$ cat src/pkg/muart_consts.svh
`ifndef MUART_CONSTS_SVH
`define MUART_CONSTS_SVH

// Register indices; the byte address is four times the index
`define MUART_IDX_DATA 12'h000
`define MUART_IDX_CMD 12'h001
`define MUART_IDX_ISTAT 12'h002
`define MUART_IDX_ICLR 12'h003
`define MUART_IDX_IEN 12'h004
`define MUART_IDX_CFG 12'h0F0

// Command codes and fixed data values
`define MUART_CMD_RESET 8'hFF
`define MUART_CMD_UART 8'h3F
`define MUART_ACK_CODE 8'hFE
`define MUART_STAT_LOW 6'h3F

// Field positions
`define MUART_RXS_BIT 7
`define MUART_TXS_BIT 6
`define MUART_TRIG_MSB 2
`define MUART_TRIG_LSB 1
`define MUART_INT_LEVEL 0
`define MUART_INT_ACK 1
`define MUART_INT_OVR 2

// Reset values
`define MUART_CFG_RESET 8'h00
`define MUART_IEN_RESET 3'h0

// Receive trigger levels in bytes, by select code
`define MUART_TRIG0 1
`define MUART_TRIG1 4
`define MUART_TRIG2 8
`define MUART_TRIG3 14

// Timing: clock rate, serial rate in baud, cycles per bit
`define MUART_CLK_HZ 20000000
`define MUART_BAUD 31250
`define MUART_BIT_CYCLES (`MUART_CLK_HZ / `MUART_BAUD)
`define MUART_FIFO_DEPTH 16

`endif

$ cat src/pkg/muart_pkg.sv
package muart_pkg;

    // Port operating mode
    typedef enum logic {intel_mode, uart_mode} muart_mode_t;

    // Serial frame phase, shared by receiver and transmitter
    typedef enum logic [1:0] {ser_idle, ser_start, ser_data, ser_stop} muart_ser_t;

endpackage

$ cat src/hdl/muart_fifo.sv
`timescale 1ns/10ps
module muart_fifo #(
    parameter int WIDTH = 8,
    parameter int DEPTH = 16
)
(
    // Clock and reset
    input wire logic pclk,
    input wire logic presetn,
    // Control
    input wire logic flush,
    // Fill side
    input wire logic push,
    input wire logic [WIDTH-1:0] push_data,
    // Drain side
    input wire logic pop,
    output logic [WIDTH-1:0] pop_data,
    // Occupancy
    output logic [$clog2(DEPTH):0] count,
    output logic full,
    output logic empty
);
    localparam int AW = $clog2(DEPTH);

    logic [WIDTH-1:0] mem [DEPTH];
    logic [AW-1:0] wr_ptr_reg;
    logic [AW-1:0] rd_ptr_reg;
    logic [AW:0] count_reg;
    logic do_push;
    logic do_pop;

    // Refuse depths the pointer wrap cannot serve
    if (DEPTH < 2 || (DEPTH & (DEPTH - 1)) != 0)
    begin : g_bad_depth
        $error("fifo depth must be a power of two");
    end

    // Accepted moves
    assign do_push = push && !full;
    assign do_pop = pop && !empty;
    assign pop_data = mem[rd_ptr_reg];
    assign count = count_reg;
    assign full = count_reg == (AW+1)'(DEPTH);
    assign empty = count_reg == '0;

    // Storage array
    always_ff @(posedge pclk)
    begin
        if (do_push)
            mem[wr_ptr_reg] <= push_data;
    end

    // Pointers and occupancy, flush first
    always_ff @(posedge pclk or negedge presetn)
    begin
        if (!presetn)
        begin
            wr_ptr_reg <= '0;
            rd_ptr_reg <= '0;
            count_reg <= '0;
        end
        else if (flush)
        begin
            wr_ptr_reg <= '0;
            rd_ptr_reg <= '0;
            count_reg <= '0;
        end
        else
        begin
            if (do_push)
                wr_ptr_reg <= wr_ptr_reg + AW'(1);
            if (do_pop)
                rd_ptr_reg <= rd_ptr_reg + AW'(1);
            if (do_push && !do_pop)
                count_reg <= count_reg + (AW+1)'(1);
            else if (do_pop && !do_push)
                count_reg <= count_reg - (AW+1)'(1);
        end
    end
endmodule

$ cat src/hdl/muart_port.sv
// What this block does
// - Host read of data port in UART mode pops the oldest receive byte.
// - In UART mode each byte received on the serial input is pushed into the receive FIFO; a byte arriving while it is full is dropped and sets the overrun flag.
// - Receive empty flag, status bit 7, follows receive FIFO occupancy in UART mode and reads 0 in intelligent mode.
// - Receive interrupt only while occupancy is at or above trigger level.
// - Receive interrupt drops as soon as occupancy falls below trigger.
// - Trigger level chosen by bits 2-1 of the special config register.
// - Host write to data port in UART mode pushes into transmit FIFO.
// - Transmitter sends transmit FIFO bytes in order on the serial output.
// - Transmit full flag, status bit 6, follows transmit FIFO occupancy.
// - Command FFh empties both FIFOs and restores intelligent mode; other registers and a frame in flight are kept.
// - In UART mode every other command code is a no-operation.
// - Frames are 1 start, 8 data, 1 stop bit at 31.25 kbaud.
// - Each FIFO holds sixteen bytes.
// - Status reads 0/1 receive and transmit flags, low six bits 3Fh.
// - Reset gives intelligent mode; 3Fh enters UART mode and loads FEh.
//
// The register offsets and the APB interface to the registers were left to the implementer.
`include "muart_consts.svh"
`timescale 1ns/10ps
module muart_port
    import muart_pkg::*;
#(
    parameter int BIT_CYCLES = `MUART_BIT_CYCLES,
    parameter int DEPTH = `MUART_FIFO_DEPTH
)
(
    // Clock and reset
    input wire logic pclk,
    input wire logic presetn,
    // APB slave
    input wire logic [11:0] paddr,
    input wire logic psel,
    input wire logic penable,
    input wire logic pwrite,
    input wire logic [31:0] pwdata,
    output logic [31:0] prdata,
    output logic pready,
    output logic pslverr,
    // Serial lines
    input wire logic music_serial_in,
    output logic music_serial_out,
    // Interrupt
    output logic irq
);
    localparam int CW = $clog2(DEPTH) + 1;
    localparam int BCW = $clog2(BIT_CYCLES + 1);

    // Refuse settings the logic cannot serve
    if (BIT_CYCLES < 4 || DEPTH < `MUART_TRIG3)
    begin : g_bad_param
        $error("bit time or fifo depth too small");
    end

    // Byte address of a register index
    function automatic logic [11:0] byte_addr(input logic [11:0] idx);
        return {idx[9:0], 2'h0};
    endfunction

    // Trigger level in bytes for a select code
    function automatic logic [CW-1:0] trig_count(input logic [1:0] sel);
        unique case (sel)
            2'h0: return CW'(`MUART_TRIG0);
            2'h1: return CW'(`MUART_TRIG1);
            2'h2: return CW'(`MUART_TRIG2);
            2'h3: return CW'(`MUART_TRIG3);
        endcase
    endfunction

    muart_mode_t mode_reg;
    logic [31:0] prdata_reg;
    logic pready_reg;
    logic pslverr_reg;
    logic rd_pop_ok_reg;
    logic [7:0] cfg_reg;
    logic [2:0] ien_reg;
    logic rx_level_reg;
    logic rx_level_next;
    logic ack_int_reg;
    logic ack_int_next;
    logic ovr_int_reg;
    logic ovr_int_next;
    logic irq_reg;
    logic rx_buffer_empty_flag_reg;
    logic tx_buffer_full_flag_reg;
    logic sin_meta_reg;
    logic sin_reg;
    muart_ser_t rx_state;
    logic [BCW-1:0] rx_cnt;
    logic [2:0] rx_bits;
    logic [7:0] rx_shift;
    logic rx_done_reg;
    muart_ser_t tx_state;
    logic [BCW-1:0] tx_cnt;
    logic [2:0] tx_bits;
    logic [7:0] tx_shift;
    logic sout_reg;
    logic setup;
    logic access;
    logic sel_data;
    logic sel_cmd;
    logic sel_istat;
    logic sel_iclr;
    logic sel_ien;
    logic sel_cfg;
    logic wr_data;
    logic wr_cmd;
    logic rd_data;
    logic flush;
    logic ack_push;
    logic rx_push;
    logic rx_pop;
    logic [7:0] rx_head;
    logic [CW-1:0] rx_count;
    logic rx_full;
    logic rx_empty;
    logic tx_push;
    logic tx_pop;
    logic [7:0] tx_head;
    logic [CW-1:0] tx_count;
    logic tx_full;
    logic tx_empty;
    logic [1:0] trig_sel;
    logic [31:0] rd_mux;

    // Bus phases and address decode
    assign setup = psel && !penable;
    assign access = psel && penable && pready_reg;
    assign sel_data = paddr == byte_addr(`MUART_IDX_DATA);
    assign sel_cmd = paddr == byte_addr(`MUART_IDX_CMD);
    assign sel_istat = paddr == byte_addr(`MUART_IDX_ISTAT);
    assign sel_iclr = paddr == byte_addr(`MUART_IDX_ICLR);
    assign sel_ien = paddr == byte_addr(`MUART_IDX_IEN);
    assign sel_cfg = paddr == byte_addr(`MUART_IDX_CFG);
    assign wr_data = access && pwrite && sel_data;
    assign wr_cmd = access && pwrite && sel_cmd;
    assign rd_data = access && !pwrite && sel_data;
    assign trig_sel = cfg_reg[`MUART_TRIG_MSB:`MUART_TRIG_LSB];

    // Read data selection
    always_comb
    begin
        rd_mux = '0;
        if (sel_data)
            rd_mux[7:0] = (mode_reg == intel_mode) ? `MUART_ACK_CODE
                : (rx_empty ? 8'h00 : rx_head);
        else if (sel_cmd)
            rd_mux[7:0] = {rx_buffer_empty_flag_reg, tx_buffer_full_flag_reg,
                `MUART_STAT_LOW};
        else if (sel_istat)
            rd_mux[2:0] = {ovr_int_reg, ack_int_reg, rx_level_reg};
        else if (sel_ien)
            rd_mux[2:0] = ien_reg;
        else if (sel_cfg)
            rd_mux[7:0] = cfg_reg;
    end

    // Bus answer: one setup and one access cycle
    always_ff @(posedge pclk or negedge presetn)
    begin
        if (!presetn)
        begin
            pready_reg <= '0;
            pslverr_reg <= '0;
            prdata_reg <= '0;
            rd_pop_ok_reg <= '0;
        end
        else
        begin
            pready_reg <= setup;
            pslverr_reg <= setup && !(sel_data || sel_cmd || sel_istat
                || sel_iclr || sel_ien || sel_cfg);
            if (setup && !pwrite)
                prdata_reg <= rd_mux;
            rd_pop_ok_reg <= setup && !pwrite && sel_data
                && mode_reg == uart_mode && !rx_empty;
        end
    end

    // Host configuration registers
    always_ff @(posedge pclk or negedge presetn)
    begin
        if (!presetn)
        begin
            cfg_reg <= `MUART_CFG_RESET;
            ien_reg <= `MUART_IEN_RESET;
        end
        else
        begin
            if (access && pwrite && sel_cfg)
                cfg_reg <= pwdata[7:0];
            if (access && pwrite && sel_ien)
                ien_reg <= pwdata[2:0];
        end
    end

    assign flush = wr_cmd && pwdata[7:0] == `MUART_CMD_RESET;
    assign ack_push = wr_cmd && pwdata[7:0] == `MUART_CMD_UART
        && mode_reg == intel_mode;

    // Mode control
    always_ff @(posedge pclk or negedge presetn)
    begin
        if (!presetn)
            mode_reg <= intel_mode;
        else if (flush)
            mode_reg <= intel_mode;
        else if (ack_push)
            mode_reg <= uart_mode;
    end

    // FIFO traffic
    // store received bytes
    assign rx_push = (rx_done_reg && mode_reg == uart_mode) || ack_push;
    assign rx_pop = rd_data && rd_pop_ok_reg;
    assign tx_push = wr_data && mode_reg == uart_mode;
    assign tx_pop = tx_state == ser_idle && !tx_empty;

    muart_fifo #(.WIDTH(8), .DEPTH(DEPTH)) u_rx_fifo (
        .pclk(pclk),
        .presetn(presetn),
        .flush(flush),
        .push(rx_push),
        .push_data(ack_push ? `MUART_ACK_CODE : rx_shift),
        .pop(rx_pop),
        .pop_data(rx_head),
        .count(rx_count),
        .full(rx_full),
        .empty(rx_empty)
    );

    muart_fifo #(.WIDTH(8), .DEPTH(DEPTH)) u_tx_fifo (
        .pclk(pclk),
        .presetn(presetn),
        .flush(flush),
        .push(tx_push),
        .push_data(pwdata[7:0]),
        .pop(tx_pop),
        .pop_data(tx_head),
        .count(tx_count),
        .full(tx_full),
        .empty(tx_empty)
    );

    // Status flags track occupancy every cycle; the receive flag does so only in UART mode
    always_ff @(posedge pclk or negedge presetn)
    begin
        if (!presetn)
        begin
            rx_buffer_empty_flag_reg <= '0;
            tx_buffer_full_flag_reg <= '0;
        end
        else
        begin
            rx_buffer_empty_flag_reg <= mode_reg == uart_mode && rx_empty;
            tx_buffer_full_flag_reg <= tx_full;
        end
    end

    // Interrupt status: live level, sticky events, set beats clear
    always_comb
    begin
        rx_level_next = mode_reg == uart_mode && rx_count >= trig_count(trig_sel);
        ack_int_next = (ack_int_reg && !(access && pwrite && sel_iclr
            && pwdata[`MUART_INT_ACK])) || ack_push;
        ovr_int_next = (ovr_int_reg && !(access && pwrite && sel_iclr
            && pwdata[`MUART_INT_OVR])) || (rx_done_reg && mode_reg == uart_mode
            && rx_full);
    end

    always_ff @(posedge pclk or negedge presetn)
    begin
        if (!presetn)
        begin
            rx_level_reg <= '0;
            ack_int_reg <= '0;
            ovr_int_reg <= '0;
            irq_reg <= '0;
        end
        else
        begin
            rx_level_reg <= rx_level_next;
            ack_int_reg <= ack_int_next;
            ovr_int_reg <= ovr_int_next;
            irq_reg <= |({ovr_int_next, ack_int_next, rx_level_next} & ien_reg);
        end
    end

    // Serial input synchroniser
    always_ff @(posedge pclk or negedge presetn)
    begin
        if (!presetn)
        begin
            sin_meta_reg <= '1;
            sin_reg <= '1;
        end
        else
        begin
            sin_meta_reg <= music_serial_in;
            sin_reg <= sin_meta_reg;
        end
    end

    // Receiver: mid-bit sampling, stop bit must be high
    // receive frame
    always_ff @(posedge pclk or negedge presetn)
    begin
        if (!presetn)
        begin
            rx_state <= ser_idle;
            rx_cnt <= '0;
            rx_bits <= '0;
            rx_shift <= '0;
            rx_done_reg <= '0;
        end
        else
        begin
            rx_done_reg <= '0;
            rx_cnt <= rx_cnt + BCW'(1);
            unique case (rx_state)
                ser_idle:
                begin
                    rx_cnt <= '0;
                    if (!sin_reg)
                        rx_state <= ser_start;
                end
                ser_start:
                    if (rx_cnt == BCW'(BIT_CYCLES / 2 - 1))
                    begin
                        rx_cnt <= '0;
                        rx_bits <= '0;
                        rx_state <= sin_reg ? ser_idle : ser_data;
                    end
                ser_data:
                    if (rx_cnt == BCW'(BIT_CYCLES - 1))
                    begin
                        rx_cnt <= '0;
                        rx_shift <= {sin_reg, rx_shift[7:1]};
                        rx_bits <= rx_bits + 3'h1;
                        if (rx_bits == 3'h7)
                            rx_state <= ser_stop;
                    end
                ser_stop:
                    if (rx_cnt == BCW'(BIT_CYCLES - 1))
                    begin
                        rx_done_reg <= sin_reg;
                        rx_state <= ser_idle;
                    end
            endcase
        end
    end

    // Transmitter: start, eight bits LSB first, stop
    // transmit frame
    always_ff @(posedge pclk or negedge presetn)
    begin
        if (!presetn)
        begin
            tx_state <= ser_idle;
            tx_cnt <= '0;
            tx_bits <= '0;
            tx_shift <= '0;
            sout_reg <= '1;
        end
        else
        begin
            tx_cnt <= tx_cnt + BCW'(1);
            unique case (tx_state)
                ser_idle:
                begin
                    tx_cnt <= '0;
                    if (tx_pop)
                    begin
                        tx_shift <= tx_head;
                        sout_reg <= '0;
                        tx_state <= ser_start;
                    end
                end
                ser_start, ser_data:
                    if (tx_cnt == BCW'(BIT_CYCLES - 1))
                    begin
                        tx_cnt <= '0;
                        if (tx_state == ser_data && tx_bits == 3'h7)
                        begin
                            sout_reg <= '1;
                            tx_state <= ser_stop;
                        end
                        else
                        begin
                            if (tx_state == ser_data)
                                tx_bits <= tx_bits + 3'h1;
                            else
                                tx_bits <= '0;
                            sout_reg <= tx_shift[0];
                            tx_shift <= {1'h0, tx_shift[7:1]};
                            tx_state <= ser_data;
                        end
                    end
                ser_stop:
                    if (tx_cnt == BCW'(BIT_CYCLES - 1))
                        tx_state <= ser_idle;
            endcase
        end
    end

    // Outputs straight from flip-flops
    assign prdata = prdata_reg;
    assign pready = pready_reg;
    assign pslverr = pslverr_reg;
    assign music_serial_out = sout_reg;
    assign irq = irq_reg;
endmodule

$ cat config.mk
export PLATFORM = sky130hd
export DESIGN_NAME = muart_port
export DESIGN_NICKNAME = d
export VERILOG_FILES = /design/src/pkg/muart_pkg.sv /design/src/hdl/muart_fifo.sv /design/src/hdl/muart_port.sv
export VERILOG_INCLUDE_DIRS = /design/src /design/src/pkg
export SDC_FILE = /design/constraint.sdc
export NUM_CORES = 1
export LEC_CHECK = 0
export ABC_AREA = 1
export BUFFER_PORTS_ARGS = -buffer_cell sky130_fd_sc_hd__buf_2
export CORE_ASPECT_RATIO = 1.2
export CORE_MARGIN = 2
export CORE_UTILIZATION = 35
export CTS_CLUSTER_SIZE = 14
export DETAILED_ROUTE_END_ITERATION = 10
export GPL_ROUTABILITY_DRIVEN = 1
export PLACE_DENSITY = 0.61
export SYNTH_ARGS = -nofsm -noshare
export SYNTH_HDL_FRONTEND = slang
export SYNTH_HIERARCHICAL = 1
export SYNTH_SLANG_ARGS = --single-unit
$ cat constraint.sdc
create_clock -name pclk -period 2.3 [get_ports pclk]
set_input_delay 0.23 -clock pclk [delete_from_list [all_inputs] [get_ports pclk]]
set_output_delay 0.23 -clock pclk [all_outputs]
set_load 0.05 [all_outputs]
==> run_results.csv, run 1 <==
group,metric,value,unit
outcome,status,"completed",
placed_design,dpl_worst_slack,-0.0899,ns
cells_and_area,area_growth,17.1,%
route,via_per_inst,4.95,
critical_path,rrSetupSlack,0.19,ns
placed_design,hpwlAfterDp,26.3,mm
clocking,cts_buffers,39,
route,drtPass1Iterations,5,
timing,worstMarginPinSlew,0.667,ns
synthesis,async_flop_share,0.291,
placed_design,gp_congestion,0.849,
synthesis,synth_area_leaders,"edfxtp_1 (46%), dfrtp_1 (15%), nor2_1 (5.7%)",
timing,period_share,0.916,
cells_and_area,n_antenna_cell,0,
cells_and_area,final_cell_area,19400,µm²
global_route,met2_usage,0.293,
synthesis,syn_inst,1552,
clocking,clockBufferDepth,3,
synthesis,synthDistinctLibCells,52,
power,leakagePower,0.00738,µW
cells_and_area,n_fill_cell,4474,
global_route,grtUsageMet1,0.196,
timing,slew_headroom,0.552,
power,ir_drop,0.412,mV
synthesis,synth_edf_count,256,
route,drcViolationCount,0,
timing,fin_skew,0.0119,ns
die,die_y,242,µm
route,ant_nets,0,
hold_path,hold_path.class,"input port to register",
timing,finalWorstSetupSlack,0.194,ns
global_route,antenna_found_initial,1,
die,core.rowCount,87,
timing,fmax,0.475,GHz
critical_path,cp-start-kind,"register",
placed_design,io_buffers,37,
synthesis,yosys.cell_count.top_type,"edfxtp_1",
synthesis,synth_area,16600,µm²
timing,tns,0,ns
global_route,grt_busiest_layer,"met2",
synthesis,ys_seq_area_frac,0.623,
placed_design,place_area,18100,µm²
route,drt_iter0_markers,784,
flow_run,cap_violations,0,
global_route,grt_pass1_wl,62.9,mm
clocking,htreeDepth,2,
timing,period_needed,2.11,ns
route,vias,11500,
die,dieArea,49100,µm²
cells_and_area,nets,1760,
synthesis,ys_warn_count,6,
critical_path,critPathArrivalTime,2.54,ns
global_route,use_met3,0.0234,
timing,maxSlewViolCount,0,
die,design.portCount,86,
global_route,grt_pass1_vias,11500,
clocking,cts_root_buf,"clkbuf_16",
synthesis,ys.flop_type,"edfxtp_1",
synthesis,synth_area_per_cell,10.7,µm²
clocking,cts_sinks,361,
timing,setup_viol,0,
critical_path,end_kind,"register",
power,power.density,702,nW/µm²
clocking,cts_tree,"built",
timing,rsz0062_at_grt,"false",
clocking,path_clk_slew,0.06,ns
die,die_w,203,µm
critical_path,cp.required,2.73,ns
synthesis,synth_seq_cells,361,
die,start_util,0.354,
synthesis,yosys.area.top_type,"edfxtp_1",
cells_and_area,layout-drive-gt1-share,0.179,
timing,hold_viol,0,
global_route,grt_overflow,0,
cells_and_area,largestRegisters,"u_rx_fifo/mem (128), u_tx_fifo/mem (128)",
synthesis,ys_top_cells_by_count,"edfxtp_1 (256), nor2_1 (250), nand2_1 (227), o21ai_0 (114), dfrtp_1 (102)",
synthesis,synth_top_area_frac,0.464,
route,routed_wl,39.5,mm
clocking,insertion_delay,0.55,ns
global_route,grtUsageTotal,0.162,
global_route,grt_max_degree,73,
cells_and_area,final_util,0.414,
critical_path,critPathMaxFanout,7,
route,wl_per_cell,17.0,µm
critical_path,critical_path_class,"register to register",
die,core,46800,µm²
[final cells by class]
cell class                 instances  area, µm²  share of cell area
inverter                         103        400              0.0206
tap                              623        779              0.0402
clock buffer                      48       1060              0.0547
clock inverter                    22        220              0.0114
sequential                       361      10300               0.532
timing repair buffer             139       1120              0.0579
multi-input combinational       1032       5490               0.283
[metal layers]
layer / vias up / wire (µm)
li1: 5565 / -
met1: 5601 / 16100
met2: 280 / 20700
met3: 68 / 1580
met4: 2 / 1130
met5: - / 13
[logic make-up after synthesis]
logic type | count (synthesis) | synth area share
mux | 7 | 0.00423
fa+ha+maj | 34 | 0.0266
xor+xnor | 12 | 0.00635
simple gates | 681 | 0.186
buf+inv | 182 | 0.0552
compound gates | 274 | 0.0987
flops | 361 | 0.623
other cells | 1 | 0.000226
[stage by stage]
step / instances / hold WS [ns] / total power, µW
finish: 2328 / 0.0773 / 13600
global route: 2328 / 0.0640 / 14100
CTS: 2327 / 0.0283 / 13800
detailed placement: 2254 / 0.216 / 7480
global placement: 2254 / 0.216 / 7470
floorplan: 1575 / -0.0656 / 7340
[power breakdown]
group          switching [µW]  internal [µW]
registers                20.2           6980
clock network            2620           3650
logic                     266           84.0
total                    2910          10700
[placed cells by master, fill, tap and decap left out, types with 31 or more instances in the layout]
cell type / n
clkbuf_16: 40
nor2_1: 249
buf_4: 87
nor2_2: 32
buf_2: 36
inv_1: 86
edfxtp_1: 256
nand2_1: 226
dfrtp_1: 98
o211ai_1: 69
ha_1: 31
nand3_1: 91
o21ai_1: 43
o21ai_0: 114
[worst max-delay path: stages, from the launching register on]
cell and delay [ns]:
dfrtp_2 0.39, nand3_4 0.11, nor2_4 0.16, inv_2 0.06, nor3_2 0.13, nand2_2 0.10, inv_4 0.09, nand2_8 0.06
buf_4 0.16, ha_1 0.30, nand3_1 0.09, nand2_1 0.06, xnor2_1 0.13, nor2_1 0.05, nand2_1 0.06, nand2_1 0.05
[worst paths after layout]
kind / cells past startpoint / from / end
worst max-delay path: 15 / pready$_DFF_PN0_ / u_tx_fifo/count[3]$_DFFE_PN0P_
worst min-delay path: 4 / psel / pready$_DFF_PN0_
worst max register to register: 15 / pready$_DFF_PN0_ / u_tx_fifo/count[3]$_DFFE_PN0P_
worst min register to register: 0 / sin_meta_reg$_DFF_PN1_ / sin_reg$_DFF_PN1_
max in group asynchronous: 3 / presetn / u_tx_fifo/rd_ptr_reg[0]$_DFFE_PN0P_
min in group asynchronous: 2 / presetn / tx_cnt[9]$_DFF_PN0_
[what timing repair did]
| item | CTS | global route |
|---|---|---|
| buffers inserted | 0 | 1 |
| hold buffers | 3 | 0 |
| endpoints found under the hold margin | 31 | 0 |
| endpoints found under the setup margin | 0 | 2 |
| resized for setup | 0 | 3 |
Note: power is estimated with default switching activity, not from simulation.
==> inputs of run 2 (changes only) <==
CORE_ASPECT_RATIO = 1.5   (was 1.2)
clock period = 1.9 ns   (was 2.3 ns; I/O delays follow)
==> run_results.csv, run 2 (synthesis gave the netlist of run 1 again) <==
group,metric,value,unit
timing,maxSlewViolCount,0,
cells_and_area,final_cell_area,20900,µm²
global_route,antenna_found_initial,0,
clocking,cts_buffers,37,
cells_and_area,mostFrequentLayoutCell,"edfxtp_1",
timing,hold_viol,0,
critical_path,cp.required,2.33,ns
timing,rsz0062_at_grt,"true",
critical_path,critPathArrivalTime,2.46,ns
placed_design,io_buffers,37,
route,routed_wl,42.8,mm
power,ir_drop,0.643,mV
cells_and_area,nets,1837,
critical_path,end_kind,"register",
clocking,cts_sinks,361,
outcome,status,"finished, violations left",
die,die_y,270,µm
die,start_util,0.354,
clocking,clockBufferDepth,3,
critical_path,r2r-start,"pready$_DFF_PN0_",
route,drcViolationCount,0,
placed_design,place_area,18700,µm²
critical_path,crit_start,"pready$_DFF_PN0_",
cells_and_area,n_fill_cell,4242,
clocking,htreeDepth,2,
die,core,46700,µm²
flow_run,cap_violations,0,
cells_and_area,area_growth,26.3,%
critical_path,critical_path_class,"register to register",
cells_and_area,mostFrequentLayoutCells,"edfxtp_1 (256), nand2_1 (217), nor2_1 (201)",
cells_and_area,seqCellArea,10300,µm²
hold_path,holdPathStages,2,
timing,slew_headroom,0.628,
route,vias,12000,
global_route,grt_pass1_vias,11700,
hold_path,hold_path.class,"input port to register",
placed_design,hpwlAfterDp,28.4,mm
timing,period_needed,2.03,ns
clocking,cts_tree,"built",
timing,fmax,0.493,GHz
cells_and_area,layout-drive-gt1-share,0.266,
timing,finalWorstSetupSlack,-0.128,ns
cells_and_area,n_antenna_cell,0,
route,drt_iter0_markers,870,
clocking,path_clk_slew,0.06,ns
timing,period_share,1.07,
global_route,grt_max_degree,61,
clocking,cts_root_buf,"clkbuf_16",
cells_and_area,largestRegisters,"u_rx_fifo/mem (128), u_tx_fifo/mem (128)",
global_route,grtUsageTotal,0.169,
timing,setup_viol,104,
power,leakagePower,0.00800,µW
outcome,violations,"negative setup slack",
route,via_per_inst,5.04,
route,wl_per_cell,18.0,µm
die,dieArea,49100,µm²
placed_design,gp_congestion,0.852,
timing,worstMarginPinSlew,0.557,ns
clocking,insertion_delay,0.55,ns
power,power,16100,µW
power,power.density,771,nW/µm²
route,drtPass1Iterations,5,
cells_and_area,multi_input_area,6060,µm²
critical_path,r2r_cells,16,
global_route,grt_overflow,0,
global_route,grt_pass1_wl,64.5,mm
critical_path,cp-start-kind,"register",
timing,fin_skew,0.0219,ns
critical_path,critPathMaxFanout,6,
route,ant_nets,0,
die,die_w,182,µm
die,core.rowCount,97,
hold_path,min_from,"pwdata[3]",
die,design.portCount,86,
## run 2: cell types whose count changed in the layout (fill, tap and decap cells not counted), moves of 9 or more
cell | before | now
nor2_1 | 249 | 201
nor2_4 | 5 | 43
buf_4 | 87 | 119
buf_6 | 0 | 19
buf_12 | 13 | 30
o21ai_0 | 114 | 97
nor2_2 | 32 | 42
nand2_1 | 226 | 217
o21ai_1 | 43 | 52
## run 2: path summary, 6_finish.rpt
path                                                       end  slack (ns)
worst max-delay path            u_rx_fifo/count[3]$_DFFE_PN0P_       -0.13
worst min-delay path             u_tx_fifo/mem[8][3]$_DFFE_PP_        0.11
worst max register to register  u_rx_fifo/count[3]$_DFFE_PN0P_       -0.13
worst min register to register               sin_reg$_DFF_PN1_        0.36
max in group asynchronous               sin_meta_reg$_DFF_PN1_        1.05
min in group asynchronous                  tx_cnt[9]$_DFF_PN0_        0.19
## run 2: area by class of cell
class	count	area share
multi-input cells	1032	0.290
well taps	594	0.0355
clock inverters	20	0.00910
repair buffers	218	0.103
clock buffers	47	0.0485
flip-flops and latches	361	0.494
inverters	103	0.0197
## run 2: repair_timing
item | 4_1_cts | 5_1_grt
resized for setup | 17 | 112
hold endpoints to repair | 33 | 0
buffers inserted | 18 | 21
pin swaps | 24 | 75
hold buffers | 4 | 0
setup endpoints to repair | 262 | 283
cloned | 1 | 8
## run 2: power by group
part           total (µW)  internal (µW)  leakage [µW]  switching [µW]
Combinational         460            126       0.00401             334
Sequential           8470           8440       0.00340            23.9
Clock                7190           4100      0.000586            3080
Total               16100          12700       0.00800            3440
## run 2: per-stage QoR
step,std cells,utilization,hold slack (ns),TNS (ns),worst slack [ns]
after floorplan,1575,-,-0.106,-43.29,-0.414
after detailed placement,2262,0.400,0.221,-81.15,-0.458
after global routing,2375,0.447,0.119,-19.25,-0.254
after CTS,2352,0.434,0.0849,-5.06,-0.0830
after global placement,2262,0.400,0.214,-76.45,-0.405
final,2375,0.447,0.107,-5.37,-0.128
## run 2: layer usage
metal,GRT usage,vias to the layer above,part of all wire
li1,-,5735,-
met1,0.196,5768,0.38
met2,0.306,357,0.52
met3,0.0221,117,0.048
met4,0.0826,0,0.053
met5,0,-,0
## run 2: worst max-delay path, cell delays in order (launching register included)
cell and delay, ns:
dfrtp_2 0.38, nand3_4 0.08, nor2_4 0.11, buf_6 0.11, nand4_4 0.07, nand2_2 0.08
nand2_4 0.06, inv_6 0.07, nand2_8 0.07, buf_4 0.15, ha_4 0.26, nand3_2 0.08
nand2_1 0.08, xnor2_1 0.13, inv_1 0.07, nand2_1 0.06, nand2_1 0.04
